File: src/pkg/i2c_stop_pkg.sv
package i2c_stop_pkg;

  // Register byte offsets
  localparam logic [3:0] ctrl_offset = 4'h0;
  localparam logic [3:0] data_offset = 4'h4;
  localparam logic [3:0] ext_offset = 4'h8;
  localparam logic [3:0] status_offset = 4'hc;

  // Control register fields
  localparam int ctrl_ice_bit = 0;
  localparam int ctrl_mst_bit = 1;
  localparam int ctrl_trs_bit = 2;
  localparam int ctrl_bus_busy_flag_bit = 3;
  localparam int ctrl_scp_bit = 4;
  localparam int ctrl_div_lsb = 5;
  localparam int ctrl_div_w = 3;

  // Extended control fields
  localparam int ext_cancel_lsb = 0;
  localparam int ext_clock_range_select_bit = 2;
  localparam logic [1:0] cancel_all = 2'h3;

  // Status fields
  localparam int stat_full_bit = 0;
  localparam int stat_lost_bit = 1;
  localparam int stat_fifo_bit = 2;

  localparam logic [7:0] ctrl_reset = 8'h00;
  localparam logic [2:0] ext_reset = 3'h0;

  // Timing and sizes
  localparam int clk_mhz = 50;
  localparam int margin_wide = 12;
  localparam int margin_narrow = 6;
  localparam logic [7:0] div_base = 8'h0e;
  localparam int fifo_depth = 32;
  localparam int data_w = 8;

  typedef struct packed {
    logic interface_enable;
    logic master_select;
    logic transmit_direction_select;
    logic [1:0] cancel;
    logic clock_range_select;
    logic [2:0] div;
  } ctrl_t;

  typedef struct packed {
    logic scl_oe;
    logic sda_oe;
  } pins_t;

endpackage

File: src/byte_fifo.sv
`timescale 1ns/100ps
`default_nettype none
module byte_fifo #(
  parameter int width = 8,
  parameter int depth = 32
) (
  input wire logic clk_i,
  input wire logic rst_i,
  input wire logic in_valid_i,
  output logic in_ready_o,
  input wire logic [width-1:0] in_data_i,
  output logic out_valid_o,
  input wire logic out_ready_i,
  output logic [width-1:0] out_data_o
);
  localparam int aw = $clog2(depth);
  logic [width-1:0] mem [depth];
  logic [aw:0] wr_ff, rd_ff, nxt_wr, nxt_rd;
  logic do_wr, do_rd;

  assign in_ready_o = (wr_ff - rd_ff) != (aw+1)'(depth);
  assign out_valid_o = wr_ff != rd_ff;
  assign out_data_o = mem[rd_ff[aw-1:0]];
  assign do_wr = in_valid_i && in_ready_o;
  assign do_rd = out_valid_o && out_ready_i;

  always_comb begin
    nxt_wr = wr_ff + (aw+1)'(do_wr);
    nxt_rd = rd_ff + (aw+1)'(do_rd);
  end

  always_ff @(posedge clk_i) begin
    if (rst_i) begin
      wr_ff <= '0;
      rd_ff <= '0;
    end else begin
      wr_ff <= nxt_wr;
      rd_ff <= nxt_rd;
    end
    if (do_wr) begin
      mem[wr_ff[aw-1:0]] <= in_data_i;
    end
  end
endmodule
`default_nettype wire

File: src/i2c_stop_ctrl.sv
// The Wishbone slave port and the placing of the registers were decided locally.
`timescale 1ns/100ps
`default_nettype none
module i2c_stop_ctrl (
  input wire logic clk_i,
  input wire logic rst_i,
  input wire logic cyc_i,
  input wire logic stb_i,
  input wire logic we_i,
  input wire logic [3:0] adr_i,
  input wire logic [3:0] sel_i,
  input wire logic [31:0] dat_i,
  output logic [31:0] dat_o,
  output logic ack_o,
  input wire logic scl_i,
  output logic scl_o,
  output logic scl_oe_o,
  input wire logic sda_i,
  output logic sda_o,
  output logic sda_oe_o
);
  ////////////////////////////////////////////////////////////////////////////
  typedef enum {idle, start_a, start_b, bit_lo, bit_hi, stop_lo, stop_hi,
    stop_end} phase_t;

  i2c_stop_pkg::ctrl_t ctrl_ff, nxt_ctrl;
  phase_t phase_ff, nxt_phase;
  logic busy_ff, nxt_busy;
  logic stop_req_ff, nxt_stop_req;
  logic start_req_ff, nxt_start_req;
  logic [11:0] cnt_ff, nxt_cnt;
  logic [3:0] bit_ff, nxt_bit;
  logic [7:0] shift_ff, nxt_shift;
  logic [7:0] rxbuf_ff, nxt_rxbuf;
  logic full_ff, nxt_full;
  logic held_ff, nxt_held;
  logic lost_ff, nxt_lost;
  logic go_ff, nxt_go;
  logic sda_oe_ff, nxt_sda_oe;
  logic scl_oe_ff, nxt_scl_oe;
  logic ack_ff, nxt_ack;
  logic [31:0] rdat_ff, nxt_rdat;
  logic [1:0] scl_sync_ff, sda_sync_ff;
  logic wr_acc, rd_acc;
  logic fifo_in_ready, fifo_out_valid;
  logic [7:0] fifo_out_data;
  logic fifo_pop;

  // Wide enough for the slowest divider setting
  function automatic logic [11:0] half_period(input logic [2:0] div);
    half_period = 12'(i2c_stop_pkg::div_base) << div;
  endfunction

  // Slave data margin chosen by clock range
  function automatic logic [11:0] margin(input logic clock_range_select);
    margin = clock_range_select ? 12'(i2c_stop_pkg::margin_wide)
                  : 12'(i2c_stop_pkg::margin_narrow);
  endfunction

  assign wr_acc = cyc_i && stb_i && we_i && !ack_ff;
  assign rd_acc = cyc_i && stb_i && !we_i && !ack_ff;

  ////////////////////////////////////////////////////////////////////////////
  // Pin synchronisers
  always_ff @(posedge clk_i) begin
    if (rst_i) begin
      scl_sync_ff <= 2'h3;
      sda_sync_ff <= 2'h3;
    end else begin
      scl_sync_ff <= {scl_sync_ff[0], scl_i};
      sda_sync_ff <= {sda_sync_ff[0], sda_i};
    end
  end

  // Received bytes queue behind the receive buffer; a full queue stalls SCL
  byte_fifo #(.width(i2c_stop_pkg::data_w), .depth(i2c_stop_pkg::fifo_depth))
    u_fifo (
    .clk_i(clk_i),
    .rst_i(rst_i),
    .in_valid_i(go_ff),
    .in_ready_o(fifo_in_ready),
    .in_data_i(shift_ff),
    .out_valid_o(fifo_out_valid),
    .out_ready_i(fifo_pop),
    .out_data_o(fifo_out_data)
  );

  ////////////////////////////////////////////////////////////////////////////
  always_comb begin
    nxt_ctrl = ctrl_ff;
    nxt_busy = busy_ff;
    nxt_stop_req = stop_req_ff;
    nxt_start_req = start_req_ff;
    nxt_rxbuf = rxbuf_ff;
    nxt_full = full_ff;
    nxt_held = held_ff;
    nxt_lost = lost_ff;
    nxt_ack = wr_acc || rd_acc;
    nxt_rdat = rdat_ff;
    fifo_pop = 1'b0;
    nxt_phase = phase_ff;
    nxt_cnt = cnt_ff;
    nxt_bit = bit_ff;
    nxt_shift = shift_ff;
    nxt_go = 1'b0;
    nxt_sda_oe = sda_oe_ff;
    nxt_scl_oe = scl_oe_ff;
    // Buffer refill from queue
    if (!full_ff && fifo_out_valid) begin
      nxt_rxbuf = fifo_out_data;
      nxt_full = 1'b1;
      fifo_pop = 1'b1;
    end
    if (wr_acc && sel_i[0]) begin
      unique case (adr_i)
        i2c_stop_pkg::ctrl_offset: begin
          nxt_ctrl.interface_enable = dat_i[i2c_stop_pkg::ctrl_ice_bit];
          nxt_ctrl.master_select = dat_i[i2c_stop_pkg::ctrl_mst_bit];
          nxt_ctrl.transmit_direction_select = dat_i[i2c_stop_pkg::ctrl_trs_bit];
          nxt_ctrl.div = dat_i[i2c_stop_pkg::ctrl_div_lsb +:
                               i2c_stop_pkg::ctrl_div_w];
          if (!dat_i[i2c_stop_pkg::ctrl_bus_busy_flag_bit] &&
              !dat_i[i2c_stop_pkg::ctrl_scp_bit] && busy_ff) begin
            nxt_stop_req = 1'b1;
          end
          if (dat_i[i2c_stop_pkg::ctrl_bus_busy_flag_bit] &&
              !dat_i[i2c_stop_pkg::ctrl_scp_bit]) begin
            nxt_start_req = 1'b1;
          end
        end
        i2c_stop_pkg::ext_offset: begin
          nxt_ctrl.cancel = dat_i[i2c_stop_pkg::ext_cancel_lsb +: 2];
          nxt_ctrl.clock_range_select = dat_i[i2c_stop_pkg::ext_clock_range_select_bit];
        end
        default: ;
      endcase
    end
    if (rd_acc) begin
      unique case (adr_i)
        i2c_stop_pkg::ctrl_offset:
          nxt_rdat = {24'h0, ctrl_ff.div, 1'b0, busy_ff, ctrl_ff.transmit_direction_select,
                      ctrl_ff.master_select, ctrl_ff.interface_enable};
        i2c_stop_pkg::data_offset: begin
          nxt_rdat = {24'h0, rxbuf_ff};
          // Reading in receive mode frees the buffer and resumes SCL;
          // without cancel a read during a pending stop is not honoured
          if (ctrl_ff.interface_enable && !ctrl_ff.transmit_direction_select &&
              (!stop_req_ff ||
               ctrl_ff.cancel == i2c_stop_pkg::cancel_all)) begin
            if (full_ff) begin
              nxt_full = 1'b0;
            end
            // Parked byte moves on from the shift register
            if (held_ff) begin
              nxt_go = 1'b1;
            end
            nxt_held = 1'b0;
          end
        end
        i2c_stop_pkg::ext_offset:
          nxt_rdat = {29'h0, ctrl_ff.clock_range_select, ctrl_ff.cancel};
        i2c_stop_pkg::status_offset:
          nxt_rdat = {29'h0, fifo_out_valid, lost_ff, full_ff};
        default: nxt_rdat = 32'h0;
      endcase
    end
    // Clear first so a same-cycle loss still sets the flag
    if (lost_ff && rd_acc && adr_i == i2c_stop_pkg::status_offset) begin
      nxt_lost = 1'b0;
    end
    // Bit engine
    if (cnt_ff != 12'h0) begin
      nxt_cnt = cnt_ff - 12'h1;
    end else begin
      unique case (phase_ff)
        idle: begin
          if (start_req_ff && ctrl_ff.interface_enable && ctrl_ff.master_select) begin
            nxt_start_req = 1'b0;
            nxt_sda_oe = 1'b1;
            nxt_busy = 1'b1;
            nxt_phase = start_a;
            nxt_cnt = half_period(ctrl_ff.div);
          end
        end
        start_a: begin
          nxt_scl_oe = 1'b1;
          nxt_phase = start_b;
          nxt_cnt = half_period(ctrl_ff.div);
        end
        start_b: begin
          nxt_sda_oe = 1'b0;
          nxt_bit = 4'h0;
          nxt_phase = bit_lo;
          nxt_cnt = half_period(ctrl_ff.div);
        end
        bit_lo: begin
          if (stop_req_ff) begin
            nxt_sda_oe = 1'b1;
            nxt_phase = stop_lo;
          end else if (sda_oe_ff != (bit_ff == 4'h8)) begin
            // Master ACK on ninth bit; data moves only with clock low
            nxt_sda_oe = bit_ff == 4'h8;
          end else if (!held_ff) begin
            nxt_scl_oe = 1'b0;
            nxt_phase = bit_hi;
          end
          nxt_cnt = half_period(ctrl_ff.div);
        end
        bit_hi: begin
          if (scl_sync_ff[1]) begin
            if (bit_ff < 4'h8) begin
              nxt_shift = {shift_ff[6:0], sda_sync_ff[1]};
            end
            nxt_scl_oe = 1'b1;
            nxt_phase = bit_lo;
            nxt_cnt = margin(ctrl_ff.clock_range_select);
            if (bit_ff == 4'h8) begin
              nxt_bit = 4'h0;
              // Byte stays in shift register while buffer is occupied
              if (full_ff || !fifo_in_ready) begin
                nxt_held = 1'b1;
              end else begin
                nxt_go = 1'b1;
              end
            end else begin
              nxt_bit = bit_ff + 4'h1;
            end
          end
        end
        stop_lo: begin
          nxt_scl_oe = 1'b0;
          nxt_phase = stop_hi;
          nxt_cnt = half_period(ctrl_ff.div);
        end
        stop_hi: begin
          if (scl_sync_ff[1]) begin
            nxt_sda_oe = 1'b0;
            nxt_phase = stop_end;
            nxt_cnt = half_period(ctrl_ff.div);
          end
        end
        stop_end: begin
          // Busy clears only after stop is on the bus
          nxt_busy = 1'b0;
          nxt_stop_req = 1'b0;
          nxt_held = 1'b0;
          nxt_phase = idle;
          // Transmit-direction stop without cancel drops the parked byte
          if (held_ff) begin
            if (ctrl_ff.transmit_direction_select &&
                ctrl_ff.cancel != i2c_stop_pkg::cancel_all) begin
              nxt_lost = 1'b1;
            end else begin
              nxt_go = 1'b1;
            end
          end
        end
      endcase
    end
  end

  always_ff @(posedge clk_i) begin
    if (rst_i) begin
      ctrl_ff <= '0;
      phase_ff <= idle;
      busy_ff <= 1'b0;
      stop_req_ff <= 1'b0;
      start_req_ff <= 1'b0;
      cnt_ff <= 12'h0;
      bit_ff <= 4'h0;
      shift_ff <= 8'h0;
      rxbuf_ff <= 8'h0;
      full_ff <= 1'b0;
      held_ff <= 1'b0;
      lost_ff <= 1'b0;
      go_ff <= 1'b0;
      sda_oe_ff <= 1'b0;
      scl_oe_ff <= 1'b0;
      ack_ff <= 1'b0;
      rdat_ff <= 32'h0;
    end else begin
      ctrl_ff <= nxt_ctrl;
      phase_ff <= nxt_phase;
      busy_ff <= nxt_busy;
      stop_req_ff <= nxt_stop_req;
      start_req_ff <= nxt_start_req;
      cnt_ff <= nxt_cnt;
      bit_ff <= nxt_bit;
      shift_ff <= nxt_shift;
      rxbuf_ff <= nxt_rxbuf;
      full_ff <= nxt_full;
      held_ff <= nxt_held;
      lost_ff <= nxt_lost;
      go_ff <= nxt_go;
      sda_oe_ff <= nxt_sda_oe;
      scl_oe_ff <= nxt_scl_oe;
      ack_ff <= nxt_ack;
      rdat_ff <= nxt_rdat;
    end
  end

  // Open drain: pins only ever pull low
  always_comb begin
    dat_o = rdat_ff;
    ack_o = ack_ff;
    scl_o = 1'b0;
    sda_o = 1'b0;
    scl_oe_o = scl_oe_ff;
    sda_oe_o = sda_oe_ff;
  end
endmodule
`default_nettype wire

File: config.mk
export PLATFORM = sky130hd
export DESIGN_NAME = i2c_stop_ctrl
export DESIGN_NICKNAME = d
export VERILOG_FILES = /design/src/pkg/i2c_stop_pkg.sv /design/src/byte_fifo.sv /design/src/i2c_stop_ctrl.sv
export SDC_FILE = /design/constraint.sdc
export NUM_CORES = 1
export LEC_CHECK = 0
export BUFFER_PORTS_ARGS = -buffer_cell sky130_fd_sc_hd__buf_2
export CAP_MARGIN = 20
export CELL_PAD_IN_SITES_DETAIL_PLACEMENT = 1
export CELL_PAD_IN_SITES_GLOBAL_PLACEMENT = 1
export CORE_MARGIN = 2
export CORE_UTILIZATION = 51
export CTS_BUF_LIST = sky130_fd_sc_hd__clkbuf_16
export DETAILED_ROUTE_END_ITERATION = 10
export PLACE_DENSITY_LB_ADDON = 0.1
export REMOVE_ABC_BUFFERS = 1
export SKIP_LAST_GASP = 1
export SLEW_MARGIN = 15
export SYNTH_ARGS = -nofsm -noshare
export SYNTH_HDL_FRONTEND = slang
export SYNTH_HIERARCHICAL = 1
export SYNTH_SLANG_ARGS = --single-unit
File: constraint.sdc
create_clock -name clk_i -period 3.28 [get_ports clk_i]
set_input_delay 0.164 -clock clk_i [delete_from_list [all_inputs] [get_ports clk_i]]
set_output_delay 0.164 -clock clk_i [all_outputs]
set_load 0.1 [all_outputs]
**Word-level counts from Yosys, hierarchy flattened**

Memories as Yosys holds them, arrays and structs flattened. A register that Yosys moved wholly into a read port is not among the register bits.
Index checks and enable logic that the tools add are counted.
Widths: inputs -> output; s select.

- Reductions and logical operators: 48
- Shift operators: 1
- Add/subtract/negate cells: 5
- Mux-type cells: 71
- $lt $le $gt $ge: 1
- Eq/ne operators: 28
- Bitwise operators: 1

Operator list:

| operator | count |
|---|---|
| $pmux 32 s8 | 1 |
| $mux 32 | 6 |
| $eq 32x3->1 const B | 4 |
| $eq 32x2->1 const B | 2 |
| $mux 1 | 49 |
| $mux 12 | 4 |
| $pmux 12 s4 | 1 |
| $eq 32x1->1 const B | 1 |
| $logic_not 32->1 | 1 |
| $pmux 8 s4 | 1 |
| $logic_and 1x1->1 | 19 |
| $ne 3x3->1 const B | 6 |
| $ne 2x2->1 const B | 7 |
| $add 6x1->6 | 2 |
| $eq 4x4->1 const B | 3 |
| $mux 4 | 3 |
| $reduce_and 6->1 | 2 |
| $reduce_bool 12->1 | 1 |
| $shl 4x3->12 const A | 1 |
| $sub 12x1->12 const B | 1 |
| $logic_not 1->1 | 8 |
| $pmux 1 s4 | 2 |
| $pmux 4 s2 | 1 |
| $reduce_and 4->1 | 2 |
| other kinds (19) | 27 |

- Flip-flop bits (word level): 123
- Bits of input ports: 47
- Logic and storage cells: 181
- Memory bits (writable): 256
- Memories: 1
- Output and inout bits: 37

Memory list:

| memory | words | bits a word | read ports | clocked after Yosys merged registers in | write ports | RTL line | text |
|---|---|---|---|---|---|---|---|
| u_fifo.mem | 32 | 8 | 1 | 1 | 1 | byte_fifo.sv:17 | `logic [width-1:0] mem [depth];` |

**Longest topological paths before layout**

- Word-level depth: 11
- Mapped depth: 14
- Gate-level depth less buffers: 12

**Cells and area by module**

The synthesis kept the hierarchy.

By module, submodules not included:

| module | cells each | sequential area each (um2) | times used | area each (um2) |
|---|---|---|---|---|
| byte_fifo | 633 | 7927.6 | 1 | 10849.2 |
| i2c_stop_ctrl | 408 | 1321.3 | 1 | 3379.5 |

**Worst setup path after synthesis**

OpenSTA, ideal clock, no wires.

- Path type: register -> register
- Start: register u_fifo.rd_ff[4]
- End: register u_fifo.rd_ff[4]
- Period minus slack after synthesis: 2.692 ns
- Data required time: 3.152 ns
- Path buffers: 1
- Library setup time: 0.128 ns
- Path slack: 0.588 ns
- Stages on the path, launching flop included: 14
- Arrival: 2.564 ns
- Cells stage by stage: dfxtp_1 > inv_1 > ha_1 > and3_1 > nand4_1 > nand2b_1 > clkbuf_1 > clkinv_1 > and2_1 > ha_1 > ha_1 > nand3_1 > xnor2_1 > nor2_1

- Cells in the longest elaborated chain, start to end: 5

Ends and longest elaborated chain:

| element | RTL line | text |
|---|---|---|
| start, declared | byte_fifo.sv:18 | `logic [aw:0] wr_ff, rd_ff, nxt_wr, nxt_rd;` |
| start signal, assigned | byte_fifo.sv:38 | `rd_ff <= nxt_rd;` |
| $ne 6x6->1 | byte_fifo.sv:22 | `assign out_valid_o = wr_ff != rd_ff;` |
| net fifo_out_valid | i2c_stop_ctrl.sv:45 | `logic fifo_in_ready, fifo_out_valid;` |
| $logic_and 1x1->1 | i2c_stop_ctrl.sv:109 | `if (!full_ff && fifo_out_valid) begin` |
| $mux 1 | i2c_stop_ctrl.sv:109 |  |
| net fifo_pop | i2c_stop_ctrl.sv:47 | `logic fifo_pop;` |
| $logic_and 1x1->1 | byte_fifo.sv:25 | `assign do_rd = out_valid_o && out_ready_i;` |
| $add 6x1->6 | byte_fifo.sv:29 | `nxt_rd = rd_ff + (aw+1)'(do_rd);` |

The timed path passes the listed nets, and every way through them passes these cells.
A chain may end at the register's enable or synchronous reset.

**Final worst setup path**

- Start: register u_fifo.rd_ff[3]
- End: memory u_fifo.mem[2][7] (enable)

- Cells in the longest elaborated chain, start to end: 5

Ends and longest elaborated chain:

| element | RTL line | text |
|---|---|---|
| $sub 6x6->6 | byte_fifo.sv:21 | `assign in_ready_o = (wr_ff - rd_ff) != (aw+1)'(depth);` |
| $ne 6x6->1 | byte_fifo.sv:21 |  |
| $logic_and 1x1->1 | byte_fifo.sv:24 | `assign do_wr = in_valid_i && in_ready_o;` |
| $mux 1 | byte_fifo.sv:40 | `if (do_wr) begin` |
| $mux 1 (implied by the code) | byte_fifo.sv:41 | `mem[wr_ff[aw-1:0]] <= in_data_i;` |
| end, declared | byte_fifo.sv:17 |  |

Every way passes these cells.

==> qor.yml <==
status:
  outcome: "completed"
cts:
  clkSlewWorstSetupHoldPaths_ns: 0.06
  cts_sinks: 334
  cts_buffers: 38
  hold_buffers: 9
  cts_setup_buffers: 0
  cts_tree: "yes"
  cts.root.buffer_cell: "clkbuf_16"
  ctsResizeCount: 0
  clk_latency_ns: 0.51
  cts_max_path_buffers: 3
  htreeDepth: 2
setup_path:
  cp.buffers_inverters: 2
  cpPeakStageDelay_ns: 0.72
  arrival_ns: 3.01
  worst_setup_path_start_kind: "flip-flop"
  required_ns: 3.42
  critPathKind: "reg2reg"
  rrSetupSlack_ns: 0.40
  r2r_start: "u_fifo/rd_ff[3]$_SDFF_PP0_"
  rr_endpoint: "u_fifo/mem[2][7]$_DFFE_PP_"
  critPathTopFamily: "simple AND/OR/NAND/NOR gates"
  r2r_cells: 8
  crit_path_end_kind: "flip-flop"
  slowest_stage: "nor2_1"
  cp_max_fo: 21
  crit_chain: "inv_1 > ha_1 > a21o_1 > a21oi_1 > and3_1 > nor4_4 > buf_4 > nor2_1"
timing:
  fmax_mhz: 347
  slew_viol_final: 0
  setup_viol: 0
  fin_crit_ns: 2.88
  whs_ns: 0.0326
  fin_crit_sh_pct: 87.8
  maxSlewHeadroom_pct: 39.5
  hold_viol: 0
  rsz0062_at_grt: "false"
  finalSetupTns_ns: 0
  skew_ns: 0.0125
  tightest_slew_ns: 0.904
final_layout:
  fin_nets: 1179
  drive_above_1_share_pct: 16.1
  ff_latch_area_um2: 9250
  final_core_util_pct: 59.1
  n_antenna_cell: 0
  synthToLayoutAreaGrowth_pct: 14.8
  fillers: 2699
  mostFrequentLayoutCell: "edfxtp_1"
  multiInputGateArea_um2: 4530
  layout_common_cells: "256 x edfxtp_1, 94 x nor2_1, 92 x nand2_1"
yosys:
  synth_area_leaders: "edfxtp_1 54%, dfxtp_1 11%, mux2i_1 6.0%, mux4_2 4.6%, nor2_1 2.5%"
  synth_top_area_share_pct: 54.0
  ys_types: 67
  synth-main-ff-cell: "edfxtp_1"
  syn_inst: 1041
  ys_seq_area_share_pct: 65.0
  ys_ff_latch: 334
  synthAdderAreaFrac_pct: 1.14
  syn_area_um2: 14200
  synth_xor_area_share_pct: 0.985
  synth_top_family_by_area: "multiplexers"
  yosys_warnings: 6
  synth_edf_count: 256
  synth.area.mux_share_pct: 11.9
  syn_avg_cell_area_um2: 13.7
  yosysTopAreaCell: "edfxtp_1"
  synthSimpleGateAreaFrac_pct: 11.0
  synthArstFlopShare_pct: 0
  synth-compound-area-share_pct: 6.12
power_and_ir_drop:
  power_density_nw_per_um2: 595
  total_power_mw: 9.72
  worst_ir_drop_vdd_uv: 468
  p_leak_nw: 5.68
floorplanning:
  core_um2: 27600
  die_y_um: 171
  die_width_um: 171
  rows: 61
  num_io_pins: 84
  dieArea_um2: 29300
  start_util_pct: 51.5
global_route:
  antenna_found_initial: 1
  grt_max_degree: 66
  overflow: 0
  grt_pass1_vias: 9070
  grtUsageTotal_pct: 23.9
  grt_pass1_wl_um: 52400
detailed_routing:
  drc: 0
  wl_met3_um: 1480
  routed_via_density: 5.67
  vias: 8665
  firstDrtPassIters: 4
  wl_met1_um: 14900
  antenna_left: 0
  routed_wirelength_um: 33700
  dr.first_iter.drc_count: 564
  route.detailed.wl_per_inst_um: 22.1
  highest_layer: "met4"
  wl_met2_um: 16500
min_path:
  min_path_type: "in2reg"
  min_to: "ack_o$_SDFF_PP0_"
  min_from: "stb_i"
  holdPathStages: 3
run:
  cap_violations: 0
place:
  portBuffers: 30
  gp_congestion: 0.870
  hpwl_um: 22100
power breakdown:
part           total (mW)  internal, mW  leakage, nW  switching (mW)
registers            4.62          4.55         3.00          0.0667
clock network        4.35          2.72        0.663            1.63
logic               0.755         0.222         2.01           0.533
logic make-up after synthesis:
logic type | Yosys count
mux | 123
other cells | 1
simple gates | 321
fa+ha+maj | 13
flops | 334
compound gates | 135
xor+xnor | 16
buf+inv | 98
worst min-delay path, cell delays in order:
cell,delay [ns]
buf_2,0.10
nand3b_1,0.18
nor2_1,0.05
cell type report:
cell class,instances,area share [%]
flip-flops and latches,334,56.6
multi-input cells,634,27.7
clock buffers,41,6.28
repair buffers,93,4.32
well taps,378,2.90
clock inverters,29,1.72
inverters,18,0.414
synth_stat cells (all sizes together), types with 6 or more instances:
master / count
nand2: 92
clkbuf: 31
and3: 7
a21oi: 57
edfxtp: 256
o21ai: 12
nor3: 18
xnor2: 7
ha: 13
buf: 49
nand4: 6
nor2: 94
mux2i: 85
mux4: 35
dfxtp: 78
xor2: 9
nor4: 6
a22o: 8
a221oi: 9
nand3: 40
nor3b: 7
nand2b: 10
inv: 17
a22oi: 19
nor2b: 9
sequential cells by signal, indices dropped and copies added (netlist names), 4 cells and up:
| signal | flops |
|---|---|
| bit_ff | 4 |
| cnt_ff | 12 |
| ctrl_ff | 9 |
| dat_o | 8 |
| rxbuf_ff | 8 |
| shift_ff | 8 |
| u_fifo/mem | 256 |
| u_fifo/rd_ff | 6 |
| u_fifo/wr_ff | 6 |
per-stage QoR:
step / worst slack [ns] / instances / instance area, um^2
final: 0.401 / 1527 / 16300
after CTS: 0.410 / 1527 / 16300
after floorplan: -3.00 / 986 / 13800
after detailed placement: 0.496 / 1448 / 14900
after global placement: 0.534 / 1445 / 14900
after global routing: 0.254 / 1527 / 16300
worst max path at each step:
stage | depth (start not counted) | end | startpoint | slack (ns)
after global placement | 8 | u_fifo/mem[2][4]$_DFFE_PP_ | u_fifo/rd_ff[2]$_SDFF_PP0_ | 0.53
after global routing | 8 | u_fifo/mem[2][6]$_DFFE_PP_ | u_fifo/rd_ff[3]$_SDFF_PP0_ | 0.25
after CTS | 8 | u_fifo/mem[2][6]$_DFFE_PP_ | u_fifo/rd_ff[3]$_SDFF_PP0_ | 0.41
after detailed placement | 8 | u_fifo/mem[2][6]$_DFFE_PP_ | u_fifo/rd_ff[3]$_SDFF_PP0_ | 0.50
final | 8 | u_fifo/mem[2][7]$_DFFE_PP_ | u_fifo/rd_ff[3]$_SDFF_PP0_ | 0.40
after floorplan | 11 | u_fifo/wr_ff[4]$_SDFF_PP0_ | u_fifo/rd_ff[0]$_SDFF_PP0_ | -3.00
metal layers:
metal | up-vias | track usage (%)
li1 | 4025 | -
met1 | 4409 | 32.5
met2 | 181 | 40.0
met3 | 50 | 3.89
met4 | 0 | 6.52
met5 | - | 0
Power figures use the tool's default switching activity.
